**src/verilog/wlvl_pkg.sv**
```systemverilog
// Constants for the write leveling block of a x16 DDR3 device.
// Assumes one 200 MHz clock; leveling timings are given in ns.
package wlvl_pkg;
  localparam int unsigned ClockMhz = 200;
  localparam int unsigned ModeDelayNs = 75;
  localparam int unsigned ModeDelayCycles =
    (ModeDelayNs * ClockMhz + 999) / 1000;
  localparam int unsigned FeedbackNs = 10;
  localparam int unsigned FeedbackCycles =
    (FeedbackNs * ClockMhz) / 1000 > 0 ?
    (FeedbackNs * ClockMhz) / 1000 : 1;
  localparam int unsigned CountWidth = 8;
  localparam int unsigned LevelBit = 7;
  localparam int unsigned QoffBit = 12;
  localparam int unsigned LaneBits = 8;
  localparam logic [15:0] KeepMask = 16'h1A66;
  localparam logic [15:0] MrOne = 16'h0000;
  localparam logic [2:0] Mr1Select = 3'h1;
  typedef enum logic [1:0] {
    ModeNormal,
    ModeLevel,
    ModeExit
  } level_mode_t;
endpackage

```
**src/verilog/lane_if.sv**
```systemverilog
// Per-lane strobe sampling signals between top and lane module.
// Assumes both ends run on the core clock.
`timescale 1ns/1ps
interface lane_if;
  logic strobe;
  logic clockLevel;
  logic enable;
  logic outputsOn;
  logic [7:0] dqOut;
  logic [7:0] dqOe;
  modport top (output strobe, output clockLevel, output enable,
    output outputsOn, input dqOut, input dqOe);
  modport lane (input strobe, input clockLevel, input enable,
    input outputsOn, output dqOut, output dqOe);
endinterface

```
**src/verilog/wlvl_lane.sv**
```systemverilog
// One byte lane of leveling feedback.
// Assumes strobe and clock level already synchronised.
`timescale 1ns/1ps
module wlvl_lane #(
  parameter bit PrimeOnly = 1'b1
) (
  // Clock and reset
  input wire logic clk,
  input wire logic reset,
  // Lane signals
  lane_if.lane lane
);
  // ---------------------------------------------------------------
  // Rising strobe edge capture
  // ---------------------------------------------------------------
  logic lastStrobe;
  logic sampled;
  logic seenEdge;
  logic [wlvl_pkg::CountWidth-1:0] waitCount;
  logic [7:0] dqReg;
  logic [7:0] oeReg;
  wire rise = lane.strobe & ~lastStrobe & lane.enable;
  wire [7:0] feedbackBits = PrimeOnly ? {7'h00, sampled} : {8{sampled}};
  always_ff @(posedge clk or posedge reset) begin
    if (reset) begin
      lastStrobe <= 1'b0;
      sampled <= 1'b0;
      seenEdge <= 1'b0;
      waitCount <= '0;
      dqReg <= 8'h00;
      oeReg <= 8'h00;
    end else begin
      lastStrobe <= lane.strobe;
      if (!lane.enable) begin
        seenEdge <= 1'b0;
        oeReg <= 8'h00;
        waitCount <= '0;
      end else if (rise) begin
        sampled <= lane.clockLevel;
        seenEdge <= 1'b1;
        waitCount <= wlvl_pkg::CountWidth'(wlvl_pkg::FeedbackCycles);
      end else if (waitCount != '0) begin
        waitCount <= waitCount - 1'b1;
      end
      if (lane.enable && seenEdge && waitCount == '0) begin
        dqReg <= feedbackBits;
        oeReg <= {8{lane.outputsOn}};
      end else if (!lane.outputsOn) begin
        // Buffer disable must not wait for a pending feedback update
        oeReg <= 8'h00;
      end
    end
  end
  assign lane.dqOut = dqReg;
  assign lane.dqOe = oeReg;
  chk_feedback_time: assert property (
    @(posedge clk) disable iff (reset)
    rise ##1 (lane.enable && !rise) [*3]
    |=> dqReg[0] == $past(lane.clockLevel, 4))
    else $error("feedback late or wrong");
endmodule // wlvl_lane

```
**src/verilog/ddr3_write_leveling.sv**
```systemverilog
// Leveling mode control, termination and feedback of a x16 device.
// Assumes strobe, clock and ODT pins arrive asynchronously.
`timescale 1ns/1ps
module ddr3_write_leveling (
  // Clock and reset
  input wire logic clk,
  input wire logic reset,
  // Mode register write
  input wire logic modeWrite,
  input wire logic [2:0] modeSelect,
  input wire logic [15:0] modeValue,
  // Pins
  input wire logic odtPin,
  input wire logic ckLevel,
  input wire logic upper_lane_strobe_pair,
  input wire logic lower_lane_strobe_pair,
  // Outputs
  output logic [15:0] dqOut,
  output logic [15:0] dqOe,
  output logic strobeTermOn,
  output logic dqTermOn,
  output logic levelActive,
  output logic [15:0] mr1Value
);
  // ---------------------------------------------------------------
  // Input synchronisers
  // ---------------------------------------------------------------
  // Only the second stage is read; the first may still be settling
  logic [3:0] syncA;
  logic [3:0] syncB;
  always_ff @(posedge clk or posedge reset) begin
    if (reset) begin
      syncA <= 4'h0;
      syncB <= 4'h0;
    end else begin
      syncA <= {odtPin, ckLevel, upper_lane_strobe_pair,
        lower_lane_strobe_pair};
      syncB <= syncA;
    end
  end
  // ---------------------------------------------------------------
  // Mode state
  // ---------------------------------------------------------------
  wlvl_pkg::level_mode_t mode;
  logic [wlvl_pkg::CountWidth-1:0] modCount;
  wire mr1Write = modeWrite && modeSelect == wlvl_pkg::Mr1Select;
  wire levelReq = modeValue[wlvl_pkg::LevelBit];
  wire odtReady = mode == wlvl_pkg::ModeLevel && modCount == '0;
  // Exit write also clears the level bit in the stored copy
  wire [15:0] exitMask = wlvl_pkg::KeepMask |
    (16'h0001 << wlvl_pkg::LevelBit);
  wire [15:0] qoffMask = 16'h0001 << wlvl_pkg::QoffBit;
  wire [15:0] exitValue = (mr1Value & ~exitMask) |
    (modeValue & exitMask);
  always_ff @(posedge clk or posedge reset) begin
    if (reset) begin
      mode <= wlvl_pkg::ModeNormal;
      modCount <= '0;
      mr1Value <= wlvl_pkg::MrOne;
    end else begin
      if (modCount != '0)
        modCount <= modCount - 1'b1;
      unique case (mode)
        wlvl_pkg::ModeNormal: begin
          if (mr1Write) begin
            mr1Value <= modeValue;
            if (levelReq) begin
              mode <= wlvl_pkg::ModeLevel;
              modCount <= wlvl_pkg::CountWidth'(wlvl_pkg::ModeDelayCycles);
            end
          end
        end
        wlvl_pkg::ModeLevel: begin
          if (mr1Write && !levelReq) begin
            mr1Value <= exitValue;
            mode <= wlvl_pkg::ModeExit;
            modCount <= wlvl_pkg::CountWidth'(wlvl_pkg::ModeDelayCycles);
          end else if (mr1Write) begin
            mr1Value[wlvl_pkg::QoffBit] <= modeValue[wlvl_pkg::QoffBit];
          end
        end
        wlvl_pkg::ModeExit: begin
          if (modCount == '0)
            mode <= wlvl_pkg::ModeNormal;
        end
      endcase
    end
  end
  // ---------------------------------------------------------------
  // Termination and outputs
  // ---------------------------------------------------------------
  wire laneEnable = mode == wlvl_pkg::ModeLevel;
  wire outputsOn = ~mr1Value[wlvl_pkg::QoffBit];
  logic [15:0] laneDq;
  logic [15:0] laneOe;
  always_ff @(posedge clk or posedge reset) begin
    if (reset) begin
      strobeTermOn <= 1'b0;
      dqTermOn <= 1'b0;
      levelActive <= 1'b0;
      dqOut <= 16'h0000;
      dqOe <= 16'h0000;
    end else begin
      strobeTermOn <= odtReady & syncB[3];
      dqTermOn <= 1'b0;
      levelActive <= laneEnable;
      // One register for both bytes, so all bits of a lane switch together
      dqOut <= laneDq;
      dqOe <= laneOe;
    end
  end
  // ---------------------------------------------------------------
  // Byte lanes
  // ---------------------------------------------------------------
  // Both lanes share one clock sample; each has its own strobe
  lane_if upperIf ();
  lane_if lowerIf ();
  assign upperIf.strobe = syncB[1];
  assign lowerIf.strobe = syncB[0];
  assign upperIf.clockLevel = syncB[2];
  assign lowerIf.clockLevel = syncB[2];
  assign upperIf.enable = laneEnable;
  assign lowerIf.enable = laneEnable;
  assign upperIf.outputsOn = outputsOn;
  assign lowerIf.outputsOn = outputsOn;
  assign laneDq = {upperIf.dqOut, lowerIf.dqOut};
  assign laneOe = {upperIf.dqOe, lowerIf.dqOe};
  wlvl_lane upperLane (
    .clk(clk),
    .reset(reset),
    .lane(upperIf.lane)
  );
  wlvl_lane lowerLane (
    .clk(clk),
    .reset(reset),
    .lane(lowerIf.lane)
  );
  // ---------------------------------------------------------------
  // Assertion helpers
  // ---------------------------------------------------------------
  // Saturates so a long leveling session cannot wrap back to zero
  logic [wlvl_pkg::CountWidth-1:0] levelAge;
  always_ff @(posedge clk or posedge reset) begin
    if (reset) begin
      levelAge <= '0;
    end else if (mode != wlvl_pkg::ModeLevel) begin
      levelAge <= '0;
    end else if (levelAge != '1) begin
      levelAge <= levelAge + 1'b1;
    end
  end
  wire [wlvl_pkg::CountWidth-1:0] odtDelay =
    wlvl_pkg::CountWidth'(wlvl_pkg::ModeDelayCycles);
  // ---------------------------------------------------------------
  // Assertions
  // ---------------------------------------------------------------
  // Termination
  chk_no_dq_term: assert property (
    @(posedge clk) disable iff (reset) !dqTermOn)
    else $error("dq termination on");
  chk_term_level: assert property (
    @(posedge clk) disable iff (reset) strobeTermOn |-> levelActive)
    else $error("strobe term outside leveling");
  chk_term_exit: assert property (
    @(posedge clk) disable iff (reset)
    mode == wlvl_pkg::ModeExit |=> !strobeTermOn)
    else $error("strobe term after exit");
  chk_odt_wait: assert property (
    @(posedge clk) disable iff (reset)
    $rose(levelActive) |-> !strobeTermOn [*8])
    else $error("odt honoured early");
  chk_odt_count: assert property (
    @(posedge clk) disable iff (reset) strobeTermOn |-> levelAge > odtDelay)
    else $error("odt before mode delay");
  chk_odt_term: assert property (
    @(posedge clk) disable iff (reset)
    (odtReady && syncB[3]) |=> strobeTermOn)
    else $error("strobe term missing");
  // Mode register copy
  chk_enter_level: assert property (
    @(posedge clk) disable iff (reset)
    (mr1Write && levelReq && mode == wlvl_pkg::ModeNormal)
    |-> ##2 levelActive) else $error("no entry");
  chk_entry_value: assert property (
    @(posedge clk) disable iff (reset)
    (mr1Write && mode == wlvl_pkg::ModeNormal)
    |=> mr1Value == $past(modeValue)) else $error("entry value lost");
  chk_level_drop: assert property (
    @(posedge clk) disable iff (reset)
    (mr1Write && !levelReq && mode == wlvl_pkg::ModeLevel)
    |-> ##2 !levelActive) else $error("no exit");
  chk_exit_bit: assert property (
    @(posedge clk) disable iff (reset)
    mode == wlvl_pkg::ModeExit |-> !mr1Value[wlvl_pkg::LevelBit])
    else $error("level bit kept after exit");
  chk_exit_keep: assert property (
    @(posedge clk) disable iff (reset)
    (mr1Write && !levelReq && mode == wlvl_pkg::ModeLevel)
    |=> (mr1Value & exitMask) == ($past(modeValue) & exitMask)
    && (mr1Value & ~exitMask) == $past(mr1Value & ~exitMask))
    else $error("exit bits");
  chk_other_reg: assert property (
    @(posedge clk) disable iff (reset)
    (modeWrite && !mr1Write) |=> $stable(mr1Value))
    else $error("other register changed copy");
  chk_exit_ignore: assert property (
    @(posedge clk) disable iff (reset)
    (mr1Write && mode == wlvl_pkg::ModeExit) |=> $stable(mr1Value))
    else $error("write taken during exit delay");
  chk_qoff_level: assert property (
    @(posedge clk) disable iff (reset)
    (mr1Write && levelReq && mode == wlvl_pkg::ModeLevel)
    |=> mr1Value[wlvl_pkg::QoffBit] == $past(modeValue[wlvl_pkg::QoffBit]))
    else $error("buffer bit not taken");
  chk_mr1_hold: assert property (
    @(posedge clk) disable iff (reset)
    (mr1Write && levelReq && mode == wlvl_pkg::ModeLevel)
    |=> (mr1Value & ~qoffMask) == $past(mr1Value & ~qoffMask))
    else $error("level write touched other bits");
  // Feedback outputs
  chk_qoff_mute: assert property (
    @(posedge clk) disable iff (reset)
    mr1Value[wlvl_pkg::QoffBit] |-> ##2 dqOe == 16'h0000)
    else $error("outputs not disabled");
  chk_exit_quiet: assert property (
    @(posedge clk) disable iff (reset)
    mode == wlvl_pkg::ModeExit |-> ##2 dqOe == 16'h0000)
    else $error("dq driven after exit");
  chk_oe_level: assert property (
    @(posedge clk) disable iff (reset)
    dqOe != 16'h0000 |-> levelActive || $past(levelActive))
    else $error("dq driven outside leveling");
  chk_normal_mute: assert property (
    @(posedge clk) disable iff (reset)
    (mode == wlvl_pkg::ModeNormal && $past(mode) == wlvl_pkg::ModeNormal)
    |-> dqOe == 16'h0000) else $error("dq driven in normal mode");
  chk_other_low: assert property (
    @(posedge clk) disable iff (reset) dqOut[7:1] == 7'h00)
    else $error("lower non-prime bit high");
  chk_upper_low: assert property (
    @(posedge clk) disable iff (reset) dqOut[15:9] == 7'h00)
    else $error("upper non-prime bit high");
endmodule // ddr3_write_leveling

```
**config.mk**
```make
export PLATFORM = sky130hd
export DESIGN_NAME = ddr3_write_leveling
export DESIGN_NICKNAME = d
export VERILOG_FILES = /design/src/verilog/wlvl_pkg.sv /design/src/verilog/lane_if.sv /design/src/verilog/wlvl_lane.sv /design/src/verilog/ddr3_write_leveling.sv
export SDC_FILE = /design/constraint.sdc
export NUM_CORES = 1
export LEC_CHECK = 0
export BUFFER_PORTS_ARGS = -buffer_cell sky130_fd_sc_hd__clkbuf_2
export CORE_MARGIN = 2
export CORE_UTILIZATION = 30
export DETAILED_ROUTE_END_ITERATION = 6
export HOLD_SLACK_MARGIN = 0.06
export PLACE_DENSITY_LB_ADDON = 0.2
export SLEW_MARGIN = 20
export SYNTH_ARGS = -nofsm -noshare
export SYNTH_HDL_FRONTEND = slang
export SYNTH_SLANG_ARGS = --single-unit
```
**constraint.sdc**
```tcl
create_clock -name clk -period 3.1 [get_ports clk]
set_clock_uncertainty 0.2 [all_clocks]
set_input_delay 0.775 -clock clk [delete_from_list [all_inputs] [get_ports clk]]
set_output_delay 0.775 -clock clk [all_outputs]
set_load 0.03 [all_outputs]
```
* Word-level counts from Yosys, hierarchy flattened *
Index checks and enable logic that the tools add are counted.

storage, ports and cells
  flip-flop bits (word level) = 94
  input bits = 26
  output and inout port bits = 51
  word-level logic and storage cells = 99

operators by class
  add/subtract/negate cells = 3
  equal/unequal tests = 14
  mux-type cells = 30
  bitwise gates (word level) = 9
  reduce and logical (&&, ||, !) cells = 21

operators by type and width
  cell                                                 count
  two-way mux 8 bit                                    14
  case mux 16 bit (2 select lines)                     1
  zero test 8 bit                                      3
  nonzero test 8 bit                                   3
  subtractor 8 x 1 -> 8 bit, second input constant     3
  two-way mux 16 bit                                   1
  bitwise OR 16 x 13 -> 16 bit                         1
  case mux 8 bit (2 select lines)                      1
  two-way mux 12 bit                                   1
  != test 3 x 2 -> 1 bit, second input constant        3
  two-way mux 2 bit                                    4
  logical AND 1 bit                                    7
  two-way mux 1 bit                                    6
  != test 2 x 1 -> 1 bit, second input constant        3
  != test 2 bit, second input constant                 3
  != test 3 x 1 -> 1 bit, second input constant        2
  case mux 2 bit (3 select lines)                      1
  AND reduction 3 bit                                  2
  bitwise AND 1 bit                                    5
  AND reduction 2 bit                                  2
  AND reduction 4 bit                                  1
  equality test 3 x 1 -> 1 bit, second input constant  1
  two-way mux 3 bit                                    1
  NOT 1 bit                                            3
  5 further kinds                                      5

* Logic depth before layout (Yosys ltp) *
Gate-level depths: netlist (run 1).

  word-level depth = 5
  gate-level depth with buffers = 7
  mapped depth without buffers = 6

* By module *
A second synthesis (run 1) with hierarchy kept.

unflattened totals
  cell total of the unflattened synthesis = 309
  area, all modules = 3841.2 sq um

modules (own cells, without submodules)
  module               instances  cells each  area each (sq um)  seq. area each (sq um)
  ddr3_write_leveling  1          151         2314.7             1701.6
  wlvl_lane            2          79          763.2              325.3

* Least setup slack after synthesis (run 1) *
Ideal clock, no wire load.

  path kind = in2reg
  from = input port modeSelect[2]
  to = register mr1Value[0]
  library setup time = 125 ps
  arrival = 1685 ps
  data required time = 2775 ps
  setup slack = 1090 ps
  stages = 4
  path buffers = 1
  path through = nor4bb_1 buf_2 nand2_1 mux2_2

between the ends
  word-level cells in the longest chain between the ends = 5
  elaborated cells between the ends (all ways) = 6
  those cells by class = eq/ne (3); reduce/logical (3)

RTL lines
  element                                   line                       source
  start, declared                           ddr3_write_leveling.sv:10  input wire logic [2:0] modeSelect,
  equality test 3 x 1 -> 1 bit (*)          ddr3_write_leveling.sv:46  wire mr1Write = modeWrite && modeSelect == wlvl_pkg::Mr1Select;
  logical AND 1 bit (*)                     ddr3_write_leveling.sv:46
  logical AND 1 bit                         ddr3_write_leveling.sv:74  if (mr1Write && !levelReq) begin
  != test 2 x 1 -> 1 bit (no source line)   --
  AND reduction 3 bit (no source line) (*)  --
  end signal, assigned                      ddr3_write_leveling.sv:59  mr1Value <= wlvl_pkg::MrOne;
  end signal, assigned                      ddr3_write_leveling.sv:75  mr1Value <= exitValue;
  end signal, assigned by index             ddr3_write_leveling.sv:79  mr1Value[wlvl_pkg::QoffBit] <= modeValue[wlvl_pkg::QoffBit];
  end, declared                             ddr3_write_leveling.sv:23  output logic [15:0] mr1Value

Mark *: on every way between the ends. The rest lies on a longest branch, timed or not.
A chain may end at the register's enable or synchronous reset.

* Worst setup path in the final report (run 1) *
  from = register mode[1]
  to = register mr1Value[5]

between the ends
  word-level cells in the longest chain between the ends = 3
  elaborated cells between the ends (all ways) = 7
  those cells by class = eq/ne (3); mux (1); reduce/logical (3)

RTL lines
  element                                                                        line                       source
  start, declared                                                                ddr3_write_leveling.sv:44  wlvl_pkg::level_mode_t mode;
  start signal, assigned                                                         ddr3_write_leveling.sv:57  mode <= wlvl_pkg::ModeNormal;
  start signal, assigned                                                         ddr3_write_leveling.sv:68  mode <= wlvl_pkg::ModeLevel;
  start signal, assigned                                                         ddr3_write_leveling.sv:76  mode <= wlvl_pkg::ModeExit;
  equality test 2 x 1 -> 1 bit (*)                                               --
  named net laneEnable                                                           ddr3_write_leveling.sv:92  wire laneEnable = mode == wlvl_pkg::ModeLevel;
  != test 2 x 1 -> 1 bit (no source line) or nonzero test 2 bit (tied branches)  --
  AND reduction 3 bit (no source line)                                           --
  end signal, assigned                                                           ddr3_write_leveling.sv:59
  end signal, assigned                                                           ddr3_write_leveling.sv:66  mr1Value <= modeValue;
  end signal, assigned                                                           ddr3_write_leveling.sv:75

The timed path passes the listed nets; every way through them passes the cells marked *.

==> impl_results.rst, run 1 <==
.. list-table::
   :header-rows: 1

   * - Metric
     - Value
   * - Outcome
     - complete, no violations
   * - Max-slew headroom
     - 52.6%
   * - Final hold vios
     - 0
   * - Detailed Routing Iterations Pass 1
     - 4
   * - Die Span X
     - 105 µm
   * - Post-synth ARST share
     - 100%
   * - Footprint of the flip-flops and latches
     - 1650 µm²
   * - Main flop type after synthesis
     - sky130_fd_sc_hd__dfrtp_1
   * - Syn Std Cell Area
     - 3050 µm²
   * - Drt first-iter violations
     - 73
   * - Arrival time at the worst endpoint
     - 2.33 ns
   * - Seq/Total Area, Yosys
     - 54.1%
   * - Clock buffer depth
     - 2
   * - Placer Congestion
     - 0.739
   * - Sequence of cells on the critical path
     - inv_1 > ha_1 > nor2b_1 > o21ai_2 > mux2_2
   * - Slew at the pin closest to its max-slew limit
     - 0.712 ns
   * - Per-instance average area after synthesis
     - 11.3 µm²
   * - Count of vias placed by the detailed router
     - 2017
   * - Fraction of final layout cells sized beyond drive strength 1
     - 32.3%
   * - Max Slew Vio Count
     - 0
   * - Cell types occupying the most area after synthesis
     - sky130_fd_sc_hd__dfrtp_1 54%, sky130_fd_sc_hd__mux2_2 7.4%, sky130_fd_sc_hd__buf_4 7.1%, sky130_fd_sc_hd__ha_1 2.9%, sky130_fd_sc_hd__nor2_1 2.6%
   * - Total grt overflow
     - 0
   * - Area grow syn2layout
     - 19.1%
   * - Launching instance or port of the critical path
     - mode[1]
   * - CTS sink count
     - 66
   * - Highest ir drop seen on vdd
     - 392 µV
   * - Count of cells resized by post-cts repair
     - 0
   * - Clock latency of the later-clocked register in the worst-skew pair
     - 0.33 ns
   * - Number of antenna-violating nets in the routed design
     - 0
   * - Kind of cell with the highest combined delay on the critical path
     - adder cells
   * - Element type at the critical path start
     - flip-flop
   * - Pin count of the biggest net entering global routing
     - 67
   * - Routed wire length per instance
     - 11.1 µm
   * - Hold path startpoint
     - syncA[1]
   * - Initial core utilization
     - 31.1%
   * - Final design utilization
     - 37.0%
   * - Final-report setup violation count
     - 0
   * - Sum of net half-perimeters after detailed placement
     - 3.62 mm
   * - Crit path time final
     - 2.31 ns
   * - Vias in the first global route
     - 1982
   * - CTS H-Tree Depth
     - 3
   * - Setup repair after global routing missed its margin
     - false
   * - Maximum capacitance violations
     - 0
   * - Final Cycle Share
     - 74.5%
   * - Critical path endpoint category
     - flip-flop
   * - Buffer count from post-CTS setup fixing
     - 0
   * - Synthesis Warnings
     - 0
   * - Power per unit of standard cell area
     - 1090 nW/µm²
   * - Category of the critical setup timing path
     - reg2reg
   * - I/O pin cnt
     - 77
   * - Path class of the lowest-slack min-delay path
     - reg2reg
   * - Overall fraction of global-route tracks in use
     - 10.2%
   * - Number of synthesized register bits
     - 66
   * - Area of the core
     - 9820 µm²
   * - Max Clock Freq
     - 0.433 GHz
   * - Worst-path clk slew
     - 0.07 ns
   * - Library cell used as clock root buffer
     - sky130_fd_sc_hd__clkbuf_8
   * - Global-route wire length before repair
     - 9.09 mm
   * - Accumulated negative setup slack
     - 0 ns
   * - Vertical die dimension
     - 105 µm
   * - Ant. Diodes
     - 0
   * - Slowest-stage cell, CP
     - sky130_fd_sc_hd__ha_1
   * - Floorplan row count
     - 36
   * - Yosys cell types
     - 44
   * - Critical-path maximum fanout
     - 21
   * - TritonCTS clock tree
     - done
   * - Nets
     - 359
   * - Multi-input gate area
     - 1180 µm²
   * - Cells after Synth
     - 271
   * - Number of buffers created by CTS
     - 9
   * - Quantity of hold-fixing buffers added after cts
     - 0
   * - Maximum single-stage delay on the critical path
     - 0.62 ns
   * - Count of input and output buffers
     - 61
   * - Reg-to-reg critical path startpoint
     - mode[1]
   * - Total wire length after detailed routing
     - 5.15 mm
   * - CP required
     - 3.11 ns
   * - Combined buffer and inverter count along the critical path
     - 1
   * - Number of enable-type register cells in the synthesized netlist
     - 0
   * - Fill cell total of the finished layout
     - 1017
   * - Static leakage power
     - 1.75 nW
   * - Area leader, netlist
     - sky130_fd_sc_hd__dfrtp_1
   * - # DRC
     - 0
   * - Die outline area
     - 11000 µm²
   * - Number of antenna violations at the first check in global routing
     - 0
   * - Vias/cell
     - 4.35
   * - Proportion of netlist area held by the largest area contributor
     - 54.1%
==> worst reg2reg max path: cells and delay by family, from the launching register on <==
kind | cells | cell delay [ns]
AO/OA/AOI/OAI | 1 | 0.35
adder cells (fa/ha/maj) | 1 | 0.62
buffers and inverters | 1 | 0.09
flip-flops | 1 | 0.41
multiplexers | 1 | 0.38
AND/OR/NAND/NOR | 1 | 0.16
==> where the power goes <==
group          total [W]  internal (W)  switching [W]
logic            0.00162      0.000650       0.000965
clock network   0.000954      0.000637       0.000317
registers        0.00140       0.00117       0.000233
total            0.00397       0.00245        0.00152
==> metrics by stage <==
stage               std cells  total power (W)  instance area [µm²]  hold WS [ns]  worst slack, ns
finish                    464          0.00397                 3640         0.155            0.789
global route              464          0.00430                 3640         0.166            0.573
detailed placement        448          0.00305                 3370         0.139            0.757
CTS                       464          0.00403                 3640         0.157            0.744
floorplan                 285          0.00273                 3110         0.131            0.470
global placement          448          0.00303                 3370         0.135            0.833
==> layout by cell type (no fill, tap or decap), types with 3 or more instances in the layout <==
cell	instances
sky130_fd_sc_hd__clkbuf_2	61
sky130_fd_sc_hd__ha_1	7
sky130_fd_sc_hd__bufinv_16	4
sky130_fd_sc_hd__nand3b_1	3
sky130_fd_sc_hd__nor3_1	4
sky130_fd_sc_hd__and3_1	3
sky130_fd_sc_hd__or3_1	3
sky130_fd_sc_hd__a21oi_1	15
sky130_fd_sc_hd__conb_1	15
sky130_fd_sc_hd__nand2_1	14
sky130_fd_sc_hd__inv_1	10
sky130_fd_sc_hd__nand3_1	8
sky130_fd_sc_hd__nor2b_1	7
sky130_fd_sc_hd__xor2_1	3
sky130_fd_sc_hd__mux2i_1	5
sky130_fd_sc_hd__nor2_1	21
sky130_fd_sc_hd__nand2b_1	5
sky130_fd_sc_hd__dfrtp_1	66
sky130_fd_sc_hd__o21ai_0	12
sky130_fd_sc_hd__clkbuf_8	10
sky130_fd_sc_hd__xnor2_1	6
sky130_fd_sc_hd__mux2_2	20
==> kinds of logic (layout without fill, tap and decap cells) <==
logic type	Yosys count	count (layout)	synth area share, %
buffers and inverters	44	90	9.06
AND/OR/NAND/NOR	82	82	14.9
flip-flops	66	66	54.1
other	1	15	0.123
XOR/XNOR	9	9	2.58
adder cells (fa/ha/maj)	7	7	2.87
AO/OA/AOI/OAI	37	37	7.34
multiplexers	25	25	9.02
==> final timing paths <==
kind | end | slack, ns | depth (start not counted)
min | syncB[1] | 0.16 | 0
max in group asynchronous | upperLane.lastStrobe | 2.14 | 3
min in group asynchronous | lowerLane.waitCount[4] | 0.30 | 3
max | mr1Value[5] | 0.79 | 5
max reg2reg | mr1Value[5] | 0.79 | 5
min reg2reg | syncB[1] | 0.16 | 0
==> routing by layer <==
layer  track usage, %  up-vias  routed length [µm]  part of all wire, %
met4             2.95        0                  60                  1.2
met1             13.5      946                2440                   47
met2             15.4       71                2300                   45
met5                0        -                   0                    0
li1                 -      993                   -                    -
met3             3.93        7                 346                  6.7
==> Yosys cell counts, types with 2 or more instances <==
cell type and count:
sky130_fd_sc_hd__xnor2_1 6, sky130_fd_sc_hd__mux2i_1 5, sky130_fd_sc_hd__nor3_1 4, sky130_fd_sc_hd__ha_1 7
sky130_fd_sc_hd__or3_1 3, sky130_fd_sc_hd__xor2_1 3, sky130_fd_sc_hd__nor2b_1 7, sky130_fd_sc_hd__nand3_1 8
sky130_fd_sc_hd__nand3b_1 3, sky130_fd_sc_hd__nand2b_1 5, sky130_fd_sc_hd__nand2_1 14, sky130_fd_sc_hd__nor2_1 21
sky130_fd_sc_hd__o21ai_0 12, sky130_fd_sc_hd__buf_4 29, sky130_fd_sc_hd__mux2_2 20, sky130_fd_sc_hd__buf_2 2
sky130_fd_sc_hd__dfrtp_1 66, sky130_fd_sc_hd__a21oi_1 15, sky130_fd_sc_hd__and3_1 3, sky130_fd_sc_hd__clkbuf_1 2
sky130_fd_sc_hd__inv_1 11, sky130_fd_sc_hd__o21a_1 2, sky130_fd_sc_hd__nand4b_1 2
==> flip-flops by register name (all words and copies together), names as in the netlist, 2 cells and up <==
| name | cells |
|---|---|
| mr1Value | 16 |
| lowerLane.waitCount | 8 |
| modCount | 8 |
| upperLane.waitCount | 8 |
| syncA | 4 |
| syncB | 4 |
| dqOe | 2 |
| dqOut | 2 |
| mode | 2 |
==> final cells by class <==
type / count / share of cell area (%)
timing repair buffer: 63 / 9.15
tap: 133 / 4.58
sequential: 66 / 45.4
inverter: 11 / 1.14
clock inverter: 5 / 3.44
clock buffer: 11 / 3.89
multi-input combinational: 175 / 32.4
(Power assumes the default switching activity.)
==> inputs of run 2 (changes only) <==
Settings changed: ABC_AREA set to 1.
Clock period 3.1 ns to 2 ns, I/O delays scaled along.
==> run 2 against run 1 <==
First-iteration DRC count down 5.5%. Highest routed layer unchanged. Final cell count up 25%. Synthesized area up 4.1%. Die area up 3.9%. Count of clock-buffer cells in the layout up 3. Register-to-register slack worse by 0.54 ns. Sequential share of layout area down 1.4 points. Total power up 55%. Critical path depth up 3. Critical endpoint is now mr1Value[13]. Clock power up 18%. Core utilization down 0.67 points. Worst setup slack worse by 0.54 ns.
==> impl_results.rst, run 2 <==
.. list-table::
   :header-rows: 1

   * - Metric
     - Value
   * - Outcome
     - complete, no violations (unchanged)
   * - Main flop type after synthesis
     - sky130_fd_sc_hd__dfrtp_1 (unchanged)
   * - Area of the core
     - 10300 µm² (was 9820 µm²)
   * - Register with the most flip-flops
     - mr1Value (unchanged)
   * - Library cell used as clock root buffer
     - sky130_fd_sc_hd__clkbuf_8 (unchanged)
   * - Clock latency of the later-clocked register in the worst-skew pair
     - 0.34 ns (was 0.33 ns)
   * - Area grow syn2layout
     - 18.2% (was 19.1%)
   * - CP required
     - 2.04 ns (was 3.11 ns)
   * - Final hold vios
     - 0 (unchanged)
   * - Category of the critical setup timing path
     - reg2reg (unchanged)
   * - Highest ir drop seen on vdd
     - 487 µV (was 392 µV)
   * - Per-instance average area after synthesis
     - 8.45 µm² (was 11.3 µm²)
   * - Initial core utilization
     - 30.8% (was 31.1%)
   * - Nets
     - 472 (was 359)
   * - Seq/Total Area, Yosys
     - 52.0% (was 54.1%)
   * - CTS sink count
     - 66 (unchanged)
   * - CTS H-Tree Depth
     - 3 (unchanged)
   * - Most used standard cells in the synthesized netlist
     - 107 x sky130_fd_sc_hd__nand2_1, 66 x sky130_fd_sc_hd__dfrtp_1, 52 x sky130_fd_sc_hd__inv_1 (was 66 x sky130_fd_sc_hd__dfrtp_1, 29 x sky130_fd_sc_hd__buf_4, 21 x sky130_fd_sc_hd__nor2_1)
   * - Maximum capacitance violations
     - 0 (unchanged)
   * - Total power of the final layout
     - 0.00614 W (was 0.00397 W)
   * - Max Clock Freq
     - 0.571 GHz (was 0.433 GHz)
   * - Number of antenna-violating nets in the routed design
     - 0 (unchanged)
   * - Crit path time final
     - 1.75 ns (was 2.31 ns)
   * - Synthesis Warnings
     - 0 (unchanged)
   * - Fill cell total of the finished layout
     - 1080 (was 1017)
   * - Drt first-iter violations
     - 69 (was 73)
   * - Count of vias placed by the detailed router
     - 2416 (was 2017)
   * - Yosys cell types
     - 27 (was 44)
   * - Ant. Diodes
     - 0 (unchanged)
   * - Path class of the lowest-slack min-delay path
     - reg2reg (unchanged)
   * - Global-route wire length before repair
     - 10.7 mm (was 9.09 mm)
   * - Accumulated negative setup slack
     - 0 ns (unchanged)
   * - Count of input and output buffers
     - 61 (unchanged)
   * - Floorplan row count
     - 37 (was 36)
   * - Top library cells by usage in the layout, fill and taps aside
     - 107 x sky130_fd_sc_hd__nand2_1, 66 x sky130_fd_sc_hd__dfrtp_1, 61 x sky130_fd_sc_hd__clkbuf_2 (was 66 x sky130_fd_sc_hd__dfrtp_1, 61 x sky130_fd_sc_hd__clkbuf_2, 21 x sky130_fd_sc_hd__nor2_1)
   * - Placer Congestion
     - 0.828 (was 0.739)
   * - Area leader, netlist
     - sky130_fd_sc_hd__dfrtp_1 (unchanged)
   * - Element type at the critical path start
     - flip-flop (unchanged)
   * - Slowest-stage cell, CP
     - sky130_fd_sc_hd__dfrtp_1 (was sky130_fd_sc_hd__ha_1)
   * - Die Span X
     - 107 µm (was 105 µm)
   * - Overall fraction of global-route tracks in use
     - 11.9% (was 10.2%)
   * - Max Slew Vio Count
     - 0 (unchanged)
   * - Number of enable-type register cells in the synthesized netlist
     - 0 (unchanged)
   * - Sequence of cells on the critical path
     - inv_1 > ha_1 > or2_4 > nand2_4 > nor2_4 > inv_4 > nand2_1 > nand2_1 (was inv_1 > ha_1 > nor2b_1 > o21ai_2 > mux2_2)
   * - Vertical die dimension
     - 107 µm (was 105 µm)
   * - Most common cell after layout, fill and taps aside
     - sky130_fd_sc_hd__nand2_1 (was sky130_fd_sc_hd__dfrtp_1)
   * - Cells after Synth
     - 376 (was 271)
   * - Static leakage power
     - 2.07 nW (was 1.75 nW)
   * - Power per unit of standard cell area
     - 1630 nW/µm² (was 1090 nW/µm²)
   * - Flip-flop count of the largest register, all copies and words added
     - 16 (unchanged)
   * - Sum of net half-perimeters after detailed placement
     - 4.38 mm (was 3.62 mm)
   * - Final Cycle Share
     - 87.6% (was 74.5%)
   * - Die outline area
     - 11400 µm² (was 11000 µm²)
   * - Number of antenna violations at the first check in global routing
     - 0 (unchanged)
   * - Syn Std Cell Area
     - 3180 µm² (was 3050 µm²)
   * - Cell types occupying the most area after synthesis
     - sky130_fd_sc_hd__dfrtp_1 52%, sky130_fd_sc_hd__nand2_1 13%, sky130_fd_sc_hd__buf_4 6.9%, sky130_fd_sc_hd__inv_1 6.1%, sky130_fd_sc_hd__nor2_1 4.1% (was sky130_fd_sc_hd__dfrtp_1 54%, sky130_fd_sc_hd__mux2_2 7.4%, sky130_fd_sc_hd__buf_4 7.1%, sky130_fd_sc_hd__ha_1 2.9%, sky130_fd_sc_hd__nor2_1 2.6%)
   * - Critical path's most frequent cell
     - sky130_fd_sc_hd__nand2_1
   * - Total wire length after detailed routing
     - 5.92 mm (was 5.15 mm)
   * - Cell with the most instances after synthesis
     - sky130_fd_sc_hd__nand2_1 (was sky130_fd_sc_hd__dfrtp_1)
   * - Routed wire length per instance
     - 10.2 µm (was 11.1 µm)
   * - TritonCTS clock tree
     - done (unchanged)
   * - Number of synthesized register bits
     - 66 (unchanged)
   * - Pin count of the biggest net entering global routing
     - 45 (was 67)
   * - Final-report setup violation count
     - 0 (unchanged)
   * - Detailed Routing Iterations Pass 1
     - 4 (unchanged)
   * - Maximum single-stage delay on the critical path
     - 0.40 ns (was 0.62 ns)
   * - Critical path endpoint category
     - flip-flop (unchanged)
   * - Arrival time at the worst endpoint
     - 1.79 ns (was 2.33 ns)
   * - Number of buffers created by CTS
     - 9 (unchanged)
   * - Critical-path maximum fanout
     - 9 (was 21)
   * - Setup repair after global routing missed its margin
     - false (unchanged)
   * - Vias in the first global route
     - 2412 (was 1982)
   * - I/O pin cnt
     - 77 (unchanged)
   * - Worst-path clk slew
     - 0.07 ns (about the same)
   * - Post-synth ARST share
     - 100% (unchanged)
   * - Fraction of final layout cells sized beyond drive strength 1
     - 20.3% (was 32.3%)
   * - # DRC
     - 0 (unchanged)
   * - Total grt overflow
     - 0 (unchanged)
   * - Proportion of netlist area held by the largest area contributor
     - 52.0% (was 54.1%)
   * - Clock buffer depth
     - 2 (unchanged)
   * - Vias/cell
     - 4.17 (was 4.35)
-- run 2: changes by cell type after synthesis, sizes merged, moves of 7 or more --
cell | before | now
nand2 | 14 | 109
inv | 11 | 53
mux2 | 20 | 0
nand3 | 8 | 25
nor2 | 21 | 37
o21ai | 13 | 24
nor2b | 7 | 0
-- run 2: final timing paths --
check	depth (start not counted)	slack (ns)	end	start
setup / recovery	8	0.25	mr1Value[13]	mode[1]
hold / removal	0	0.14	syncB[0]	syncA[0]
setup reg to reg	8	0.25	mr1Value[13]	mode[1]
hold reg to reg	0	0.14	syncB[0]	syncA[0]
max in group asynchronous	4	0.78	syncA[0]	reset
min in group asynchronous	4	0.54	mr1Value[14]	reset
-- run 2: area by class of cell --
type                    instances  area (µm²)  share of cell area (%)
clock buffers                  14         163                    4.33
clock inverters                 2        35.0                   0.933
inverters                      53         205                    5.47
multi-input cells             239        1130                    30.0
flip-flops and latches         66        1650                    44.0
well taps                     136         170                    4.53
repair buffers                 70         402                    10.7
-- run 2: stage by stage --
| step | instances | hold slack [ns] | util (%) | area [µm²] | worst slack [ns] |
|---|---|---|---|---|---|
| 6_report | 580 | 0.142 | 36.4 | 3750 | 0.248 |
| 3_3_place_gp | 559 | 0.134 | 33.9 | 3500 | 0.252 |
| 3_5_place_dp | 559 | 0.136 | 33.9 | 3500 | 0.221 |
| 2_1_floorplan | 390 | 0.131 | - | 3230 | 0.356 |
| 4_1_cts | 580 | 0.138 | 36.3 | 3750 | 0.216 |
| 5_1_grt | 580 | 0.136 | 36.4 | 3750 | 0.0332 |
-- run 2: what timing repair did --
action                                 CTS  global route
resized for setup                        0             1
endpoints found under the hold margin   70             0
buffers inserted                         0             0
setup endpoints to repair                0             1
hold buffers                             5             0
-- run 2: power by group --
part,switching [W],internal (W)
registers,0.000314,0.00182
logic,0.00196,0.000903
clock network,0.000487,0.000644
total,0.00276,0.00337
-- run 2: cells by family after synthesis --
| family | Yosys count | synth area share, % |
|---|---|---|
| adder cells (fa/ha/maj) | 7 | 2.76 |
| AND/OR/NAND/NOR | 177 | 23.6 |
| AO/OA/AOI/OAI | 38 | 6.77 |
| flip-flops | 66 | 52.0 |
| other | 1 | 0.118 |
| XOR/XNOR | 2 | 0.551 |
| buffers and inverters | 85 | 14.2 |
-- run 2: layer usage --
| layer | vias up | global-route usage, % | wire [µm] |
|---|---|---|---|
| li1 | 1238 | - | - |
| met1 | 1096 | 14.6 | 2810 |
| met2 | 73 | 19.2 | 2620 |
| met3 | 9 | 5.05 | 399 |
| met4 | 0 | 3.62 | 77 |
| met5 | - | 0 | 0 |
-- run 2: critical path: cells and delay by family, from the launching register on --
family | cells | cell delay, ns
adders and majority gates | 1 | 0.24
DFF | 1 | 0.40
and+or+nand+nor | 5 | 0.63
buffers and inverters | 2 | 0.17
==> inputs of run 3 (changes only) <==
Settings changed: BUFFER_PORTS_ARGS -buffer_cell sky130_fd_sc_hd__clkbuf_2 to -buffer_cell sky130_fd_sc_hd__buf_2.
==> run 3 against run 2 <==
Clock power down 13%. Final area fell by 0.90%. Via count rose by 1.2%. Count of clock-buffer cells in the layout shrank 3. Critical path depth did not move. Worst setup slack lost 0.027 ns. Final cell count shrank 0.17%.
==> impl_results.rst, run 3 (synthesis results as in run 2) <==
.. list-table::
   :header-rows: 1

   * - Metric
     - Value
   * - Outcome
     - complete, no violations (unchanged)
   * - Highest ir drop seen on vdd
     - 568 µV (was 487 µV)
   * - Sw power
     - 0.00277 W (was 0.00276 W)
   * - Buffer count from post-CTS setup fixing
     - 0 (unchanged)
   * - R2r worst-path depth
     - 8 (unchanged)
   * - Combinational share of power
     - 48.1% (was 46.7%)
   * - Maximum capacitance violations
     - 0 (unchanged)
   * - Worst Hold Depth
     - 0 (unchanged)
   * - Number of antenna-violating nets in the routed design
     - 0 (unchanged)
   * - Count of vias placed by the detailed router
     - 2445 (was 2416)
   * - Final-report setup violation count
     - 0 (unchanged)
   * - Setup repair after global routing missed its margin
     - false (unchanged)
   * - Power per unit of standard cell area
     - 1610 nW/µm² (was 1630 nW/µm²)
   * - Element type at the critical path start
     - flip-flop (unchanged)
   * - Sw Ratio
     - 46.4% (was 45.0%)
   * - Critical-path maximum fanout
     - 9 (unchanged)
   * - Max Slew Vio Count
     - 0 (unchanged)
   * - Ant. Diodes
     - 0 (unchanged)
   * - Worst slack at placement
     - 0.203 ns (was 0.221 ns)
   * - Count of input and output buffers
     - 61 (unchanged)
   * - Clock share of power
     - 16.5% (was 18.4%)
   * - Accumulated negative setup slack
     - 0 ns (unchanged)
   * - CP required
     - 2.03 ns (was 2.04 ns)
   * - Vias/cell
     - 4.22 (was 4.17)
   * - Final hold slack
     - 0.149 ns (was 0.142 ns)
   * - Final design utilization
     - 36.0% (was 36.4%)
   * - Vertical die dimension
     - 107 µm (unchanged)
   * - PnR worst setup slack
     - 0.220 ns (was 0.248 ns)
   * - Die outline area
     - 11400 µm² (unchanged)
   * - Worst-path clk slew
     - 0.07 ns (about the same)
   * - Crit path time final
     - 1.78 ns (was 1.75 ns)
   * - Fraction of final layout cells sized beyond drive strength 1
     - 20.5% (was 20.3%)
   * - Fraction of power consumed by sequential logic
     - 35.4% (was 34.8%)
   * - Critical path endpoint category
     - flip-flop (unchanged)
   * - Vias in the first global route
     - 2299 (was 2412)
   * - Total grt overflow
     - 0 (unchanged)
   * - Flip-flop count of the largest register, all copies and words added
     - 16 (unchanged)
   * - Final hold vios
     - 0 (unchanged)
   * - Max Clock Freq
     - 0.562 GHz (was 0.571 GHz)
   * - CTS H-Tree Depth
     - 3 (unchanged)
   * - Area grow syn2layout
     - 17.1% (was 18.2%)
   * - Arrival time at the worst endpoint
     - 1.80 ns (was 1.79 ns)
   * - Register with the most flip-flops
     - mr1Value (unchanged)
   * - Sum of net half-perimeters after detailed placement
     - 4.24 mm (was 4.38 mm)
   * - Category of the critical setup timing path
     - reg2reg (unchanged)
   * - Area of the core
     - 10300 µm² (unchanged)
   * - Global-route wire length before repair
     - 10.1 mm (was 10.7 mm)
   * - I/O pin cnt
     - 77 (unchanged)
   * - Most common cell after layout, fill and taps aside
     - sky130_fd_sc_hd__nand2_1 (unchanged)
   * - Number of antenna violations at the first check in global routing
     - 0 (unchanged)
   * - Floorplan row count
     - 37 (unchanged)
   * - Pin count of the biggest net entering global routing
     - 67 (was 45)
   * - Overall fraction of global-route tracks in use
     - 11.2% (was 11.9%)
   * - Top library cells by usage in the layout, fill and taps aside
     - 107 x sky130_fd_sc_hd__nand2_1, 66 x sky130_fd_sc_hd__dfrtp_1, 61 x sky130_fd_sc_hd__buf_2 (was 107 x sky130_fd_sc_hd__nand2_1, 66 x sky130_fd_sc_hd__dfrtp_1, 61 x sky130_fd_sc_hd__clkbuf_2)
   * - Static leakage power
     - 2.06 nW (was 2.07 nW)
   * - Final Cycle Share
     - 89.0% (was 87.6%)
   * - Number of buffers created by CTS
     - 9 (unchanged)
   * - Routed wire length per instance
     - 10.2 µm (about the same)
   * - Nets
     - 471 (was 472)
   * - Clock buffer depth
     - 2 (unchanged)
   * - Total wire length after detailed routing
     - 5.90 mm (was 5.92 mm)
   * - Die Span X
     - 107 µm (unchanged)
   * - Design internal power
     - 0.00321 W (was 0.00337 W)
   * - Initial core utilization
     - 30.8% (unchanged)
   * - Placer Congestion
     - 0.812 (was 0.828)
   * - Path class of the lowest-slack min-delay path
     - reg2reg (unchanged)
   * - Library cell used as clock root buffer
     - sky130_fd_sc_hd__clkbuf_8 (unchanged)
   * - # DRC
     - 0 (unchanged)
   * - Clock latency of the later-clocked register in the worst-skew pair
     - 0.34 ns (about the same)
   * - TritonCTS clock tree
     - done (unchanged)
   * - Drt first-iter violations
     - 72 (was 69)
   * - Detailed Routing Iterations Pass 1
     - 4 (unchanged)
   * - CTS sink count
     - 66 (unchanged)
## run 3: cell types whose count changed in the layout (fill, tap and decap cells not counted), sizes merged
cell | previous run | this run
bufinv | 1 | 0
clkbuf | 75 | 11
clkinv | 1 | 3
clkinvlp | 1 | 3
buf | 4 | 64
## run 3: path summary, 6_finish.rpt
kind                          start           to  slack, ns
max                         mode[1]  mr1Value[3]       0.22
min                        syncA[2]     syncB[2]       0.15
max reg2reg                 mode[1]  mr1Value[3]       0.22
min reg2reg                syncA[2]     syncB[2]       0.15
max in group asynchronous     reset  modCount[1]       0.71
min in group asynchronous     reset  mr1Value[2]       0.58
## run 3: worst max-delay path, stage by stage (launching register included)
cell and delay, ns:
sky130_fd_sc_hd__dfrtp_1 0.40, sky130_fd_sc_hd__inv_1 0.09, sky130_fd_sc_hd__ha_1 0.25, sky130_fd_sc_hd__or2_4 0.22, sky130_fd_sc_hd__nand2_4 0.07, sky130_fd_sc_hd__nor2_4 0.24, sky130_fd_sc_hd__inv_4 0.09, sky130_fd_sc_hd__nand2_1 0.07
sky130_fd_sc_hd__nand2_1 0.04
## run 3: per-layer routing
metal | GRT usage [%] | up-vias | wire length, µm
met5 | 0 | - | 0
met4 | 5.01 | 0 | 99
met3 | 3.53 | 8 | 345
met2 | 17.7 | 70 | 2610
met1 | 14.1 | 1126 | 2850
li1 | - | 1241 | -
## run 3: power by group through the flow
stage,clock (W),combinational (W),sequential [W]
after floorplan,0,0.00192,0.00250
after CTS,0.00104,0.00290,0.00212
after global placement,0,0.00285,0.00214
final,0.000988,0.00288,0.00212
after global routing,0.00110,0.00329,0.00219
after detailed placement,0,0.00289,0.00214
## run 3: per-stage QoR
step,cells,power [W],area (µm²)
after floorplan,390,0.00442,3230
after global placement,558,0.00500,3490
after detailed placement,558,0.00503,3490
after CTS,579,0.00606,3720
after global routing,579,0.00658,3720
final,579,0.00598,3720
## run 3: final cells by class
| class | instances | area [µm²] |
|---|---|---|
| Clock inverter | 5 | 30.0 |
| Fill cell | 1069 | 6600 |
| Clock buffer | 11 | 141 |
| Tap cell | 136 | 170 |
| Multi-Input combinational cell | 239 | 1130 |
| Timing Repair Buffer | 69 | 394 |
| Sequential cell | 66 | 1650 |
| Inverter | 53 | 205 |
## run 3: timing repair
item / in CTS / in global routing
endpoints found under the setup margin: 0 / 4
endpoints found under the hold margin: 63 / 0
hold buffers: 5 / 0
resized for setup: 0 / 1
